File: src/common/awr_pkg.sv
// Shared constants and types for the converter host sequencer
package awr_pkg;
  localparam int unsigned CLK_PERIOD_NS = 4;
  localparam int unsigned DATA_W = 8;
  localparam int unsigned CODE_COUNT = 256;
  localparam int unsigned LSB_UV = 19500;
  localparam logic [7:0] BIPOLAR_OFFSET = 8'h80;
  localparam int unsigned SAMPLE_RATE_KHZ = 1000;
  localparam int unsigned MIN_START_NS = 1000000 / SAMPLE_RATE_KHZ;
  localparam int unsigned MIN_START_CYC = (MIN_START_NS + CLK_PERIOD_NS - 1) / CLK_PERIOD_NS;
  localparam int unsigned MUX_CHANNELS = 16;
  localparam int unsigned CHAN_RATE_KHZ = 16;
  localparam int unsigned CHAN_PERIOD_NS = 1000000 / CHAN_RATE_KHZ;
  localparam int unsigned CHAN_PERIOD_CYC = (CHAN_PERIOD_NS + CLK_PERIOD_NS - 1) / CLK_PERIOD_NS;
  localparam int unsigned STROBE_NS = 100;
  localparam int unsigned STROBE_CYC = (STROBE_NS + CLK_PERIOD_NS - 1) / CLK_PERIOD_NS;
  localparam int unsigned CNT_W = 16;
  localparam logic [CNT_W-1:0] CNT_ZERO = 16'h0000;
  localparam logic [CNT_W-1:0] CNT_ONE = 16'h0001;

  typedef enum logic [2:0] {
    ST_IDLE = 3'b000,
    ST_WRITE = 3'b001,
    ST_WAIT = 3'b010,
    ST_READ = 3'b011,
    ST_RECOVER = 3'b100
  } awr_state_t;

  typedef struct packed {
    logic csN;
    logic wrN;
    logic rdN;
    logic modeSel;
  } awr_pins_t;
endpackage

File: src/rtl/awr_host_sequencer.sv
// Host sequencer driving the converter port in write-then-read mode with a capture FIFO
// Functional notes
// - Each conversion starts with a write access
// - Result read separately, after conversion finishes
// - Leave service time between starts
// - Done triggers chip select, read, FIFO push, or the overflow flag when full
// - Polling: sample done line until low
// - Starts paced by precise periodic timer
// - Starts no faster than 1 MHz rate
// - Sixteen mux channels, each at most 16 kHz
// - Hold mode select high for write-read mode
// - Write strobe low under chip select starts
`timescale 1ns/10ps
module awr_host_sequencer #(
  parameter int unsigned FIFO_DEPTH = 16,
  parameter int unsigned PERIOD_CYC = awr_pkg::CHAN_PERIOD_CYC / awr_pkg::MUX_CHANNELS,
  parameter int unsigned MUX_W = 4
) (
  input wire logic sys_clk,
  input wire logic rst_n,
  input wire logic enable,
  input wire logic bipolar,
  input wire logic doneN,
  input wire logic [7:0] result_bus,
  output logic csN,
  output logic wrN,
  output logic rdN,
  output logic modeSel,
  output logic [MUX_W-1:0] muxChan,
  input wire logic popReq,
  output logic popValid,
  output logic [7:0] popData,
  output logic [MUX_W-1:0] popChan,
  output logic fifoEmpty,
  output logic fifoFull,
  output logic overflow,
  input wire logic overflowClr
);
  // Pointers carry one extra bit to tell full from empty
  localparam int unsigned AW = $clog2(FIFO_DEPTH);
  localparam int unsigned ENTRY_W = 8 + MUX_W;
  // Guard the pacing so no PERIOD_CYC up to 65536 can exceed either sample-rate limit with MUX_W of 4 or more
  localparam int unsigned PER_RAW = (PERIOD_CYC < awr_pkg::MIN_START_CYC) ?
      awr_pkg::MIN_START_CYC : PERIOD_CYC;
  localparam int unsigned PER_SAFE = (PER_RAW * awr_pkg::MUX_CHANNELS < awr_pkg::CHAN_PERIOD_CYC) ?
      (awr_pkg::CHAN_PERIOD_CYC + awr_pkg::MUX_CHANNELS - 1) / awr_pkg::MUX_CHANNELS : PER_RAW;
  localparam logic [awr_pkg::CNT_W-1:0] PER_LOAD = awr_pkg::CNT_W'(PER_SAFE - 1);
  localparam logic [awr_pkg::CNT_W-1:0] STB_LOAD = awr_pkg::CNT_W'(awr_pkg::STROBE_CYC - 1);

  // Whole controller state; one register stage, filled by the process below
  typedef struct packed {
    awr_pkg::awr_state_t state;
    awr_pkg::awr_pins_t pins;
    logic [awr_pkg::CNT_W-1:0] timer;
    logic [awr_pkg::CNT_W-1:0] strobe;
    logic [MUX_W-1:0] chan;
    // Channel of the conversion in flight, stored with its result
    logic [MUX_W-1:0] convChan;
    logic [AW:0] wrPtr;
    logic [AW:0] rdPtr;
    logic popValid;
    logic [ENTRY_W-1:0] popEntry;
    logic overflow;
    logic fullFlag;
    logic emptyFlag;
  } awr_regs_t;

  awr_regs_t r;
  awr_regs_t next_r;
  // One entry per sample: channel above, code below
  logic [ENTRY_W-1:0] mem [FIFO_DEPTH];
  logic pushEn;
  logic [ENTRY_W-1:0] pushEntry;
  logic full;
  logic empty;
  logic [7:0] code;

  assign full = (r.wrPtr[AW] != r.rdPtr[AW]) && (r.wrPtr[AW-1:0] == r.rdPtr[AW-1:0]);
  assign empty = r.wrPtr == r.rdPtr;
  // Bipolar offset binary becomes two's complement for the user side
  assign code = bipolar ? (result_bus ^ awr_pkg::BIPOLAR_OFFSET) : result_bus;

  always_comb begin
    next_r = r;
    pushEn = 1'b0;
    pushEntry = {r.convChan, code};
    next_r.pins.modeSel = 1'b1;
    next_r.popValid = 1'b0;

    // Free-running timer keeps sample spacing independent of read latency
    if (r.timer != awr_pkg::CNT_ZERO) begin
      next_r.timer = r.timer - awr_pkg::CNT_ONE;
    end
    if (r.strobe != awr_pkg::CNT_ZERO) begin
      next_r.strobe = r.strobe - awr_pkg::CNT_ONE;
    end
    case (r.state)
      awr_pkg::ST_IDLE: begin
        // Chip select and write strobe fall together on the start edge
        if (enable && r.timer == awr_pkg::CNT_ZERO) begin
          next_r.timer = PER_LOAD;
          next_r.strobe = STB_LOAD;
          next_r.pins.csN = 1'b0;
          next_r.pins.wrN = 1'b0;
          next_r.convChan = r.chan;
          next_r.state = awr_pkg::ST_WRITE;
        end
      end

      awr_pkg::ST_WRITE: begin
        // Channel moves on only once the write ends, so the mux settles before the next start
        if (r.strobe == awr_pkg::CNT_ZERO) begin
          next_r.pins.wrN = 1'b1;
          next_r.pins.csN = 1'b1;
          next_r.chan = r.chan + MUX_W'(1);
          next_r.state = awr_pkg::ST_WAIT;
        end
      end

      awr_pkg::ST_WAIT: begin
        // Done line polled each cycle; missing done is caught by the next start slot
        if (!doneN) begin
          next_r.strobe = STB_LOAD;
          next_r.pins.csN = 1'b0;
          next_r.pins.rdN = 1'b0;
          next_r.state = awr_pkg::ST_READ;
        end else if (r.timer == awr_pkg::CNT_ZERO) begin
          next_r.state = awr_pkg::ST_IDLE;
        end
      end

      awr_pkg::ST_READ: begin
        // Data is taken on the last low cycle of the read strobe, while the bus is driven
        if (r.strobe == awr_pkg::CNT_ZERO) begin
          if (full) begin
            next_r.overflow = 1'b1;
          end else begin
            pushEn = 1'b1;
            next_r.wrPtr = r.wrPtr + (AW+1)'(1);
          end
          next_r.pins.rdN = 1'b1;
          next_r.pins.csN = 1'b1;
          next_r.state = awr_pkg::ST_RECOVER;
        end
      end

      awr_pkg::ST_RECOVER: begin
        // Stays here until done returns high, at least one cycle, before the next poll
        if (doneN) begin
          next_r.state = awr_pkg::ST_IDLE;
        end
      end
      default: begin
        next_r.state = awr_pkg::ST_IDLE;
      end
    endcase

    // Pop is independent of the sequencer, so draining never stalls sampling
    if (popReq && !empty) begin
      next_r.popValid = 1'b1;
      next_r.popEntry = mem[r.rdPtr[AW-1:0]];
      next_r.rdPtr = r.rdPtr + (AW+1)'(1);
    end
    // Set wins over a clear arriving in the same cycle
    if (overflowClr &&
        !(r.state == awr_pkg::ST_READ && r.strobe == awr_pkg::CNT_ZERO && full)) begin
      next_r.overflow = 1'b0;
    end

    // Flags registered with the pointers so both change on the same edge
    next_r.fullFlag = (next_r.wrPtr[AW] != next_r.rdPtr[AW]) &&
        (next_r.wrPtr[AW-1:0] == next_r.rdPtr[AW-1:0]);
    next_r.emptyFlag = next_r.wrPtr == next_r.rdPtr;
  end

  always_ff @(posedge sys_clk) begin
    if (!rst_n) begin
      r <= '{
        state: awr_pkg::ST_IDLE,
        pins: 4'hf,
        timer: awr_pkg::CNT_ZERO,
        strobe: awr_pkg::CNT_ZERO,
        chan: '0,
        convChan: '0,
        wrPtr: '0,
        rdPtr: '0,
        popValid: 1'b0,
        popEntry: '0,
        overflow: 1'b0,
        fullFlag: 1'b0,
        emptyFlag: 1'b1
      };
    end else begin
      r <= next_r;
    end
  end

  // Storage has no reset; only the pointers say which entries hold data
  always_ff @(posedge sys_clk) begin
    if (pushEn) begin
      mem[r.wrPtr[AW-1:0]] <= pushEntry;
    end
  end

  // Outputs come straight from the registered state
  assign csN = r.pins.csN;
  assign wrN = r.pins.wrN;
  assign rdN = r.pins.rdN;
  assign modeSel = r.pins.modeSel;
  assign muxChan = r.chan;
  assign popValid = r.popValid;
  assign popData = r.popEntry[7:0];
  assign popChan = r.popEntry[ENTRY_W-1:8];
  assign fifoEmpty = r.emptyFlag;
  assign fifoFull = r.fullFlag;
  assign overflow = r.overflow;
endmodule

File: config.mk
export PLATFORM = sky130hd
export DESIGN_NAME = awr_host_sequencer
export DESIGN_NICKNAME = d
export VERILOG_FILES = /design/src/common/awr_pkg.sv /design/src/rtl/awr_host_sequencer.sv
export SDC_FILE = /design/constraint.sdc
export NUM_CORES = 1
export LEC_CHECK = 0
export BUFFER_PORTS_ARGS = -buffer_cell sky130_fd_sc_hd__buf_4
export CAP_MARGIN = 20
export CELL_PAD_IN_SITES_DETAIL_PLACEMENT = 1
export CELL_PAD_IN_SITES_GLOBAL_PLACEMENT = 1
export CORE_MARGIN = 8
export CORE_UTILIZATION = 57
export CTS_CLUSTER_DIAMETER = 40
export DETAILED_ROUTE_END_ITERATION = 10
export HOLD_SLACK_MARGIN = 0.03
export PLACE_DENSITY = 0.83
export SYNTH_ARGS = -nofsm -noshare
export SYNTH_HDL_FRONTEND = slang
export SYNTH_SLANG_ARGS = --single-unit
File: constraint.sdc
create_clock -name sys_clk -period 6.91 [get_ports sys_clk]
set_clock_uncertainty 0.2 [all_clocks]
set_input_delay 1.0365 -clock sys_clk [delete_from_list [all_inputs] [get_ports sys_clk]]
set_output_delay 1.0365 -clock sys_clk [all_outputs]
set_load 0.03 [all_outputs]
==> results.cfg, run 1 <==
[timing]
period_needed_ps = 3750
worstMarginPinSlew_ps = 1070
min_period_over_period_pct = 54.3
setup-tns-final_ps = 0
rsz0062_at_grt = false
finalSetupViolCount = 0
max_freq_mhz = 266
maxSlewViolCount = 0
hold_violations = 0
relSlewSlack_pct = 28.3

[floorplanning]
die_w_um = 154
die_area_um2 = 23800
start_util_pct = 58.2
core_area_um2 = 18800
io_pins = 39
die_y_um = 154
fp-row-count = 50

[global_route]
grt_pass1_wl_um = 38600
antenna_found_initial = 1
grt_start_max_net_pins = 55
grt_usage_pct = 21.7
grt_remaining_overflow = 0
grt_pass1_vias = 6380

[worst_setup_path]
crit_top_cell = nor3_2
crit_arrival_ps = 3660
crit_path_max_incr_delay_ps = 930
critPathCaptureType = flop
path_cells = xnor2_1, nand4_1, nor2_1, nor3_2, nand2_1, nor3_2
cp.required_ps = 6820
critPathKind = flop to flop
cp_max_fo = 16
critPathTopFamily = simple AND/OR/NAND/NOR gates
cp_num_buf_inv = 0
cp_slowest_cell = dfxtp_1
crit_path_start_kind = flop

[pwr]
power.total_mw = 4.10
p_sw_share_pct = 25.2
p_leak_nw = 4.02
seqPwrFrac_pct = 44.9
ir_worst_vdd_uv = 256
p_comb_share_pct = 13.3
pwr-share-clk_pct = 41.7
switchingPower_mw = 1.03
power_density_nw_per_um2 = 331
internal-power_mw = 3.07

[cells_and_area]
fin_cells = 979
drive_above_1_share_pct = 23.8
antenna_cells = 0
nets = 747
final_common_cell = edfxtp_1
layout_common_cells = edfxtp_1 (192), dfxtp_1 (70), mux4_2 (60)
fillers = 1644
synthToLayoutAreaGrowth_pct = 13.7
seq_area_um2 = 7210
multi_input_area_um2 = 3410

[job]
drv_cap = 0

[detailed_routing]
detail_route.first_pass.iterations = 5
vias_per_cell = 6.10
wire_per_inst_um = 25.7
ant_nets = 0
routed_wl_um = 25100
drc = 0
first_iter_violations = 284
vias = 5968

[place]
io_buffers = 37
place_hpwl_um = 16500
gp_congestion = 0.858
dp.cells = 914

[synthesis]
ys_ff_latch = 264
synth_edf_count = 192
synthTopCellsByArea = edfxtp_1 (53%), dfxtp_1 (13%), mux4_2 (12%)
synth.lib_cells_used.distinct = 61
synthFlopType = edfxtp_1
netlist_instances = 692
synth_nets = 716
synthesis.area_um2 = 10900
yosysSeqAreaShare_pct = 66.0
synth_async_sr_flop_share_pct = 0
syn_avg_cell_area_um2 = 15.8
yosysTopAreaCellShare_pct = 52.8
yosysTopAreaCell = edfxtp_1
ys_warn_count = 0

[clock_tree]
worstSkewPairLatency_ps = 510
cts_setup_buffers = 0
cts.sinks = 264
postCtsResizedCells = 0
clk_pin_slew_ps = 50
h-tree-depth = 2
cts-root-buf = clkbuf_16
cts_tree = done
cts.path.max_buffers = 3
cts_hold_buf = 0
cts_inserted_buffers = 35

[run_status]
run_status = finished, final reports clean

[min_path]
hp-class = flop to flop
[through the flow]
stage / setup WS [ps] / utilization [%] / area [um2] / hold WS, ps
floorplan: 3770 / - / 10900 / 244
global placement: 3370 / 59.9 / 11200 / 257
detailed placement: 3070 / 59.9 / 11200 / 264
CTS: 3090 / 65.8 / 12400 / 275
global route: 2880 / 66.1 / 12400 / 308
finish: 3160 / 66.1 / 12400 / 270
[per-layer routing]
layer  part of all wire [%]  up-vias  track usage (%)
met3                    7.1       58             5.18
met4                    3.5        2             9.66
met1                     39     3034             26.4
li1                       -     2662                -
met5                  0.044        -                0
met2                     50      212             36.2
[final timing paths]
kind	start	endpoint	slack (ps)	cells after the start
worst max-delay path	r[18]$_SDFF_PN0_	mem[2][11]$_DFFE_PP_	3160	6
worst min-delay path	wrN$_SDFFE_PN1P_	wrN$_SDFFE_PN1P_	270	2
worst max register to register	r[18]$_SDFF_PN0_	mem[2][11]$_DFFE_PP_	3160	6
worst min register to register	wrN$_SDFFE_PN1P_	wrN$_SDFFE_PN1P_	270	2
[synth_stat cells, types with 4 or more instances]
cell type and number:
buf_4 19, mux4_2 60, buf_2 10, nand4_1 4, a21boi_0 24, edfxtp_1 192, a21oi_1 13, nor2_1 43
clkbuf_1 18, or3_1 5, nand2b_1 6, xor2_1 15, dfxtp_1 72, mux2i_1 4, o31ai_1 4, nor4_1 5
nor2b_1 10, inv_1 8, and2_1 10, nor3_1 19, xnor2_1 32, nand3_1 9, ha_1 9, nand2_1 51
[cell families (layout without fill, tap and decap cells)]
family,count (synthesis),after routing,synth area share (%)
compound gates,57,57,3.64
xor+xnor,48,48,3.99
fa+ha+maj,9,9,1.03
buf+inv,60,113,3.06
flops,264,264,66.0
mux,64,64,12.7
other cells,1,1,0.0343
simple gates,189,189,9.50
[registers in the layout, summed over array words and instances (netlist names)]
register and count:
wrN 1, popValid 1, csN 1, rdN 1
overflow 1, fifoEmpty 1, r 45, mem 192
pushEntry 4, popChan 4, fifoFull 1, muxChan 4
popData 8
[worst reg2reg max path, stage by stage (launching register included)]
cell	delay (ps)
dfxtp_1	930
xnor2_1	190
nand4_1	210
nor2_1	130
nor3_2	490
nand2_1	340
nor3_2	880
[layout make-up]
cell class                 instances  area share, %
sequential                       264           58.1
multi-input combinational        368           27.5
clock buffer                      48           7.94
timing repair buffer              46           2.90
tap                              234           2.36
clock inverter                    11          0.988
inverter                           8          0.242
[power groups by stage]
stage | clock network (mW) | registers [mW] | logic (mW)
after detailed placement | 0 | 1.87 | 0.541
after floorplan | 0 | 1.86 | 0.424
after global routing | 1.80 | 1.85 | 0.610
after global placement | 0 | 1.87 | 0.509
final | 1.71 | 1.84 | 0.546
after CTS | 1.74 | 1.84 | 0.554
No activity file was read; power rests on OpenSTA's default activity.
==> inputs of run 2 (changes only) <==
Settings changed: ABC_AREA from default to 1, CORE_UTILIZATION 57 to 50, PLACE_DENSITY 0.83 to 0.78.
Clock period 6.91 ns to 3.6 ns, I/O delays scaled along.
==> run 2 against run 1 <==
Compared with the run above:
- sequential power up 110%
- first-iteration DRC count up 120%
- die area up 14%
- routed wire length up 27%
- highest routed layer is now met4
==> results.cfg, run 2 <==
[min_path]
hp-class = input port to flop
hp-start = overflowClr
hold_depth = 4

[cells_and_area]
layout_common_cells = edfxtp_1 (192), nor2_1 (180), o21ai_0 (121)
antenna_cells = 0
fin_cells = 1375
nets = 1089
largest_reg_flops = 192
synthToLayoutAreaGrowth_pct = 16.7
drive_above_1_share_pct = 15.4
final_common_cell = edfxtp_1

[synthesis]
yosysMostFrequentCell = edfxtp_1
yosysTopAreaCellShare_pct = 52.0
synthTopCellsByCount = edfxtp_1 (192), nor2_1 (180), o21ai_0 (121)
synth.lib_cells_used.distinct = 41
ys_warn_count = 0
synthesis.area_um2 = 11100
ys_ff_latch = 264
synth_nets = 1053
synth_async_sr_flop_share_pct = 0
netlist_instances = 1029
synth_edf_count = 192
syn_avg_cell_area_um2 = 10.8
yosysTopAreaCell = edfxtp_1
synthFlopType = edfxtp_1
yosysSeqAreaShare_pct = 65.0
synthTopCellsByArea = edfxtp_1 (52%), dfxtp_1 (13%), nor2_1 (6.1%)

[job]
drv_cap = 0

[pwr]
ir_worst_vdd_uv = 500
p_leak_nw = 4.85
power.total_mw = 11.2
power_density_nw_per_um2 = 865

[timing]
maxSlewViolCount = 0
hold_violations = 0
rsz0062_at_grt = false
worstMarginPinSlew_ps = 1020
whs_ps = 156
relSlewSlack_pct = 31.9
min_period_over_period_pct = 74.6
max_freq_mhz = 372
worst_slack_ps = 913
setup-tns-final_ps = 0
period_needed_ps = 2690
finalSetupViolCount = 0

[place]
dp.cells = 1305
gp_congestion = 0.832
io_buffers = 37
place_ws_ps = 945
place_hpwl_um = 20300

[clock_tree]
cts.sinks = 264
cts-root-buf = clkbuf_16
cts_tree = done
cts_inserted_buffers = 38
postCtsResizedCells = 0
cts.path.max_buffers = 3
worstSkewPairLatency_ps = 520
cts_setup_buffers = 0
h-tree-depth = 2
cts_hold_buf = 0
clk_pin_slew_ps = 60

[worst_setup_path]
crit_path_start_kind = flop
r2r_start = r[16]$_SDFF_PN0_
cp.required_ps = 3790
crit_arrival_ps = 2880
crit_start = r[16]$_SDFF_PN0_
rr_worst_depth = 12
critPathKind = flop to flop
cp_max_fo = 35
reg2reg_setup_slack_ps = 910
critPathCaptureType = flop

[floorplanning]
die_w_um = 165
die_y_um = 165
core_area_um2 = 21800
die_area_um2 = 27200
io_pins = 39
start_util_pct = 50.8
fp-row-count = 54

[global_route]
antenna_found_initial = 0
grt_pass1_wl_um = 49300
grt_start_max_net_pins = 52
grt_pass1_vias = 8483
grt_usage_pct = 24.0
grt_remaining_overflow = 0

[detailed_routing]
detail_route.first_pass.iterations = 5
vias = 8102
drc = 0
wire_per_inst_um = 23.3
first_iter_violations = 629
vias_per_cell = 5.89
ant_nets = 0
routed_wl_um = 32000

[run_status]
run_status = finished, final reports clean
-- run 2: cell count changes after synthesis, sizes merged, moves of 32 or more --
cell   previous run  this run
nand2            51       111
mux4             60         0
nor2             43       194
o21ai             4       124
inv               8        67
o22ai             0        32
-- run 2: routing by layer --
layer	wire, um	GRT usage [%]	part of all wire (%)	vias to the layer above
met2	15900	40.6	50	275
li1	-	-	-	3700
met3	1830	3.51	5.7	61
met4	1030	9.09	3.2	0
met5	0	0	0	-
met1	13300	30.6	41	4066
-- run 2: worst paths after layout --
check                                             end
worst max-delay path             fifoEmpty$_SDFF_PN1_
worst min-delay path            overflow$_SDFFE_PP0P_
worst max register to register   fifoEmpty$_SDFF_PN1_
worst min register to register       r[34]$_SDFF_PN0_
-- run 2: kinds of logic (layout without fill, tap and decap cells) --
family                   count (synthesis)  in the layout  synth area share, %
AO/OA/AOI/OAI                          227            227                 11.8
adder cells (fa/ha/maj)                  9              9                 1.02
flip-flops                             264            264                 65.0
buffers and inverters                  131            197                 5.22
XOR/XNOR                                19             19                 1.50
other                                    1              1               0.0338
AND/OR/NAND/NOR                        378            378                 15.4
-- run 2: final cells by class --
cell class                      instances  area [um2]
Clock buffer                           45        1040
Clock inverter                         25         330
Fill cell                            2289        8890
Inverter                               68         255
Multi-Input combinational cell        634        3310
Sequential cell                       264        7210
Tap cell                              280         350
Timing Repair Buffer                   59         443
-- run 2: critical path, cell delays in order (launching register included) --
cell     delay [ps]
dfxtp_2         330
inv_2           450
nand2_1         130
nand2_1         140
nor2_4           60
nand3_4         140
nand3_4         140
nor2_4          420
nand2_1         180
nand3_1         150
nand2_1          60
nand3_1          90
nand2_1          50
-- run 2: stage by stage --
step           cell area (um2)  utilization, %
2_1_floorplan            11100               -
3_3_place_gp             11600            53.0
3_5_place_dp             11600            53.0
4_1_cts                  12900            59.3
5_1_grt                  12900            59.3
6_report                 12900            59.3
-- run 2: report_power, final --
part	internal [mW]	leakage, nW	switching (mW)
logic	1.01	1.86	2.31
registers	3.58	2.33	0.293
clock network	2.54	0.655	1.45
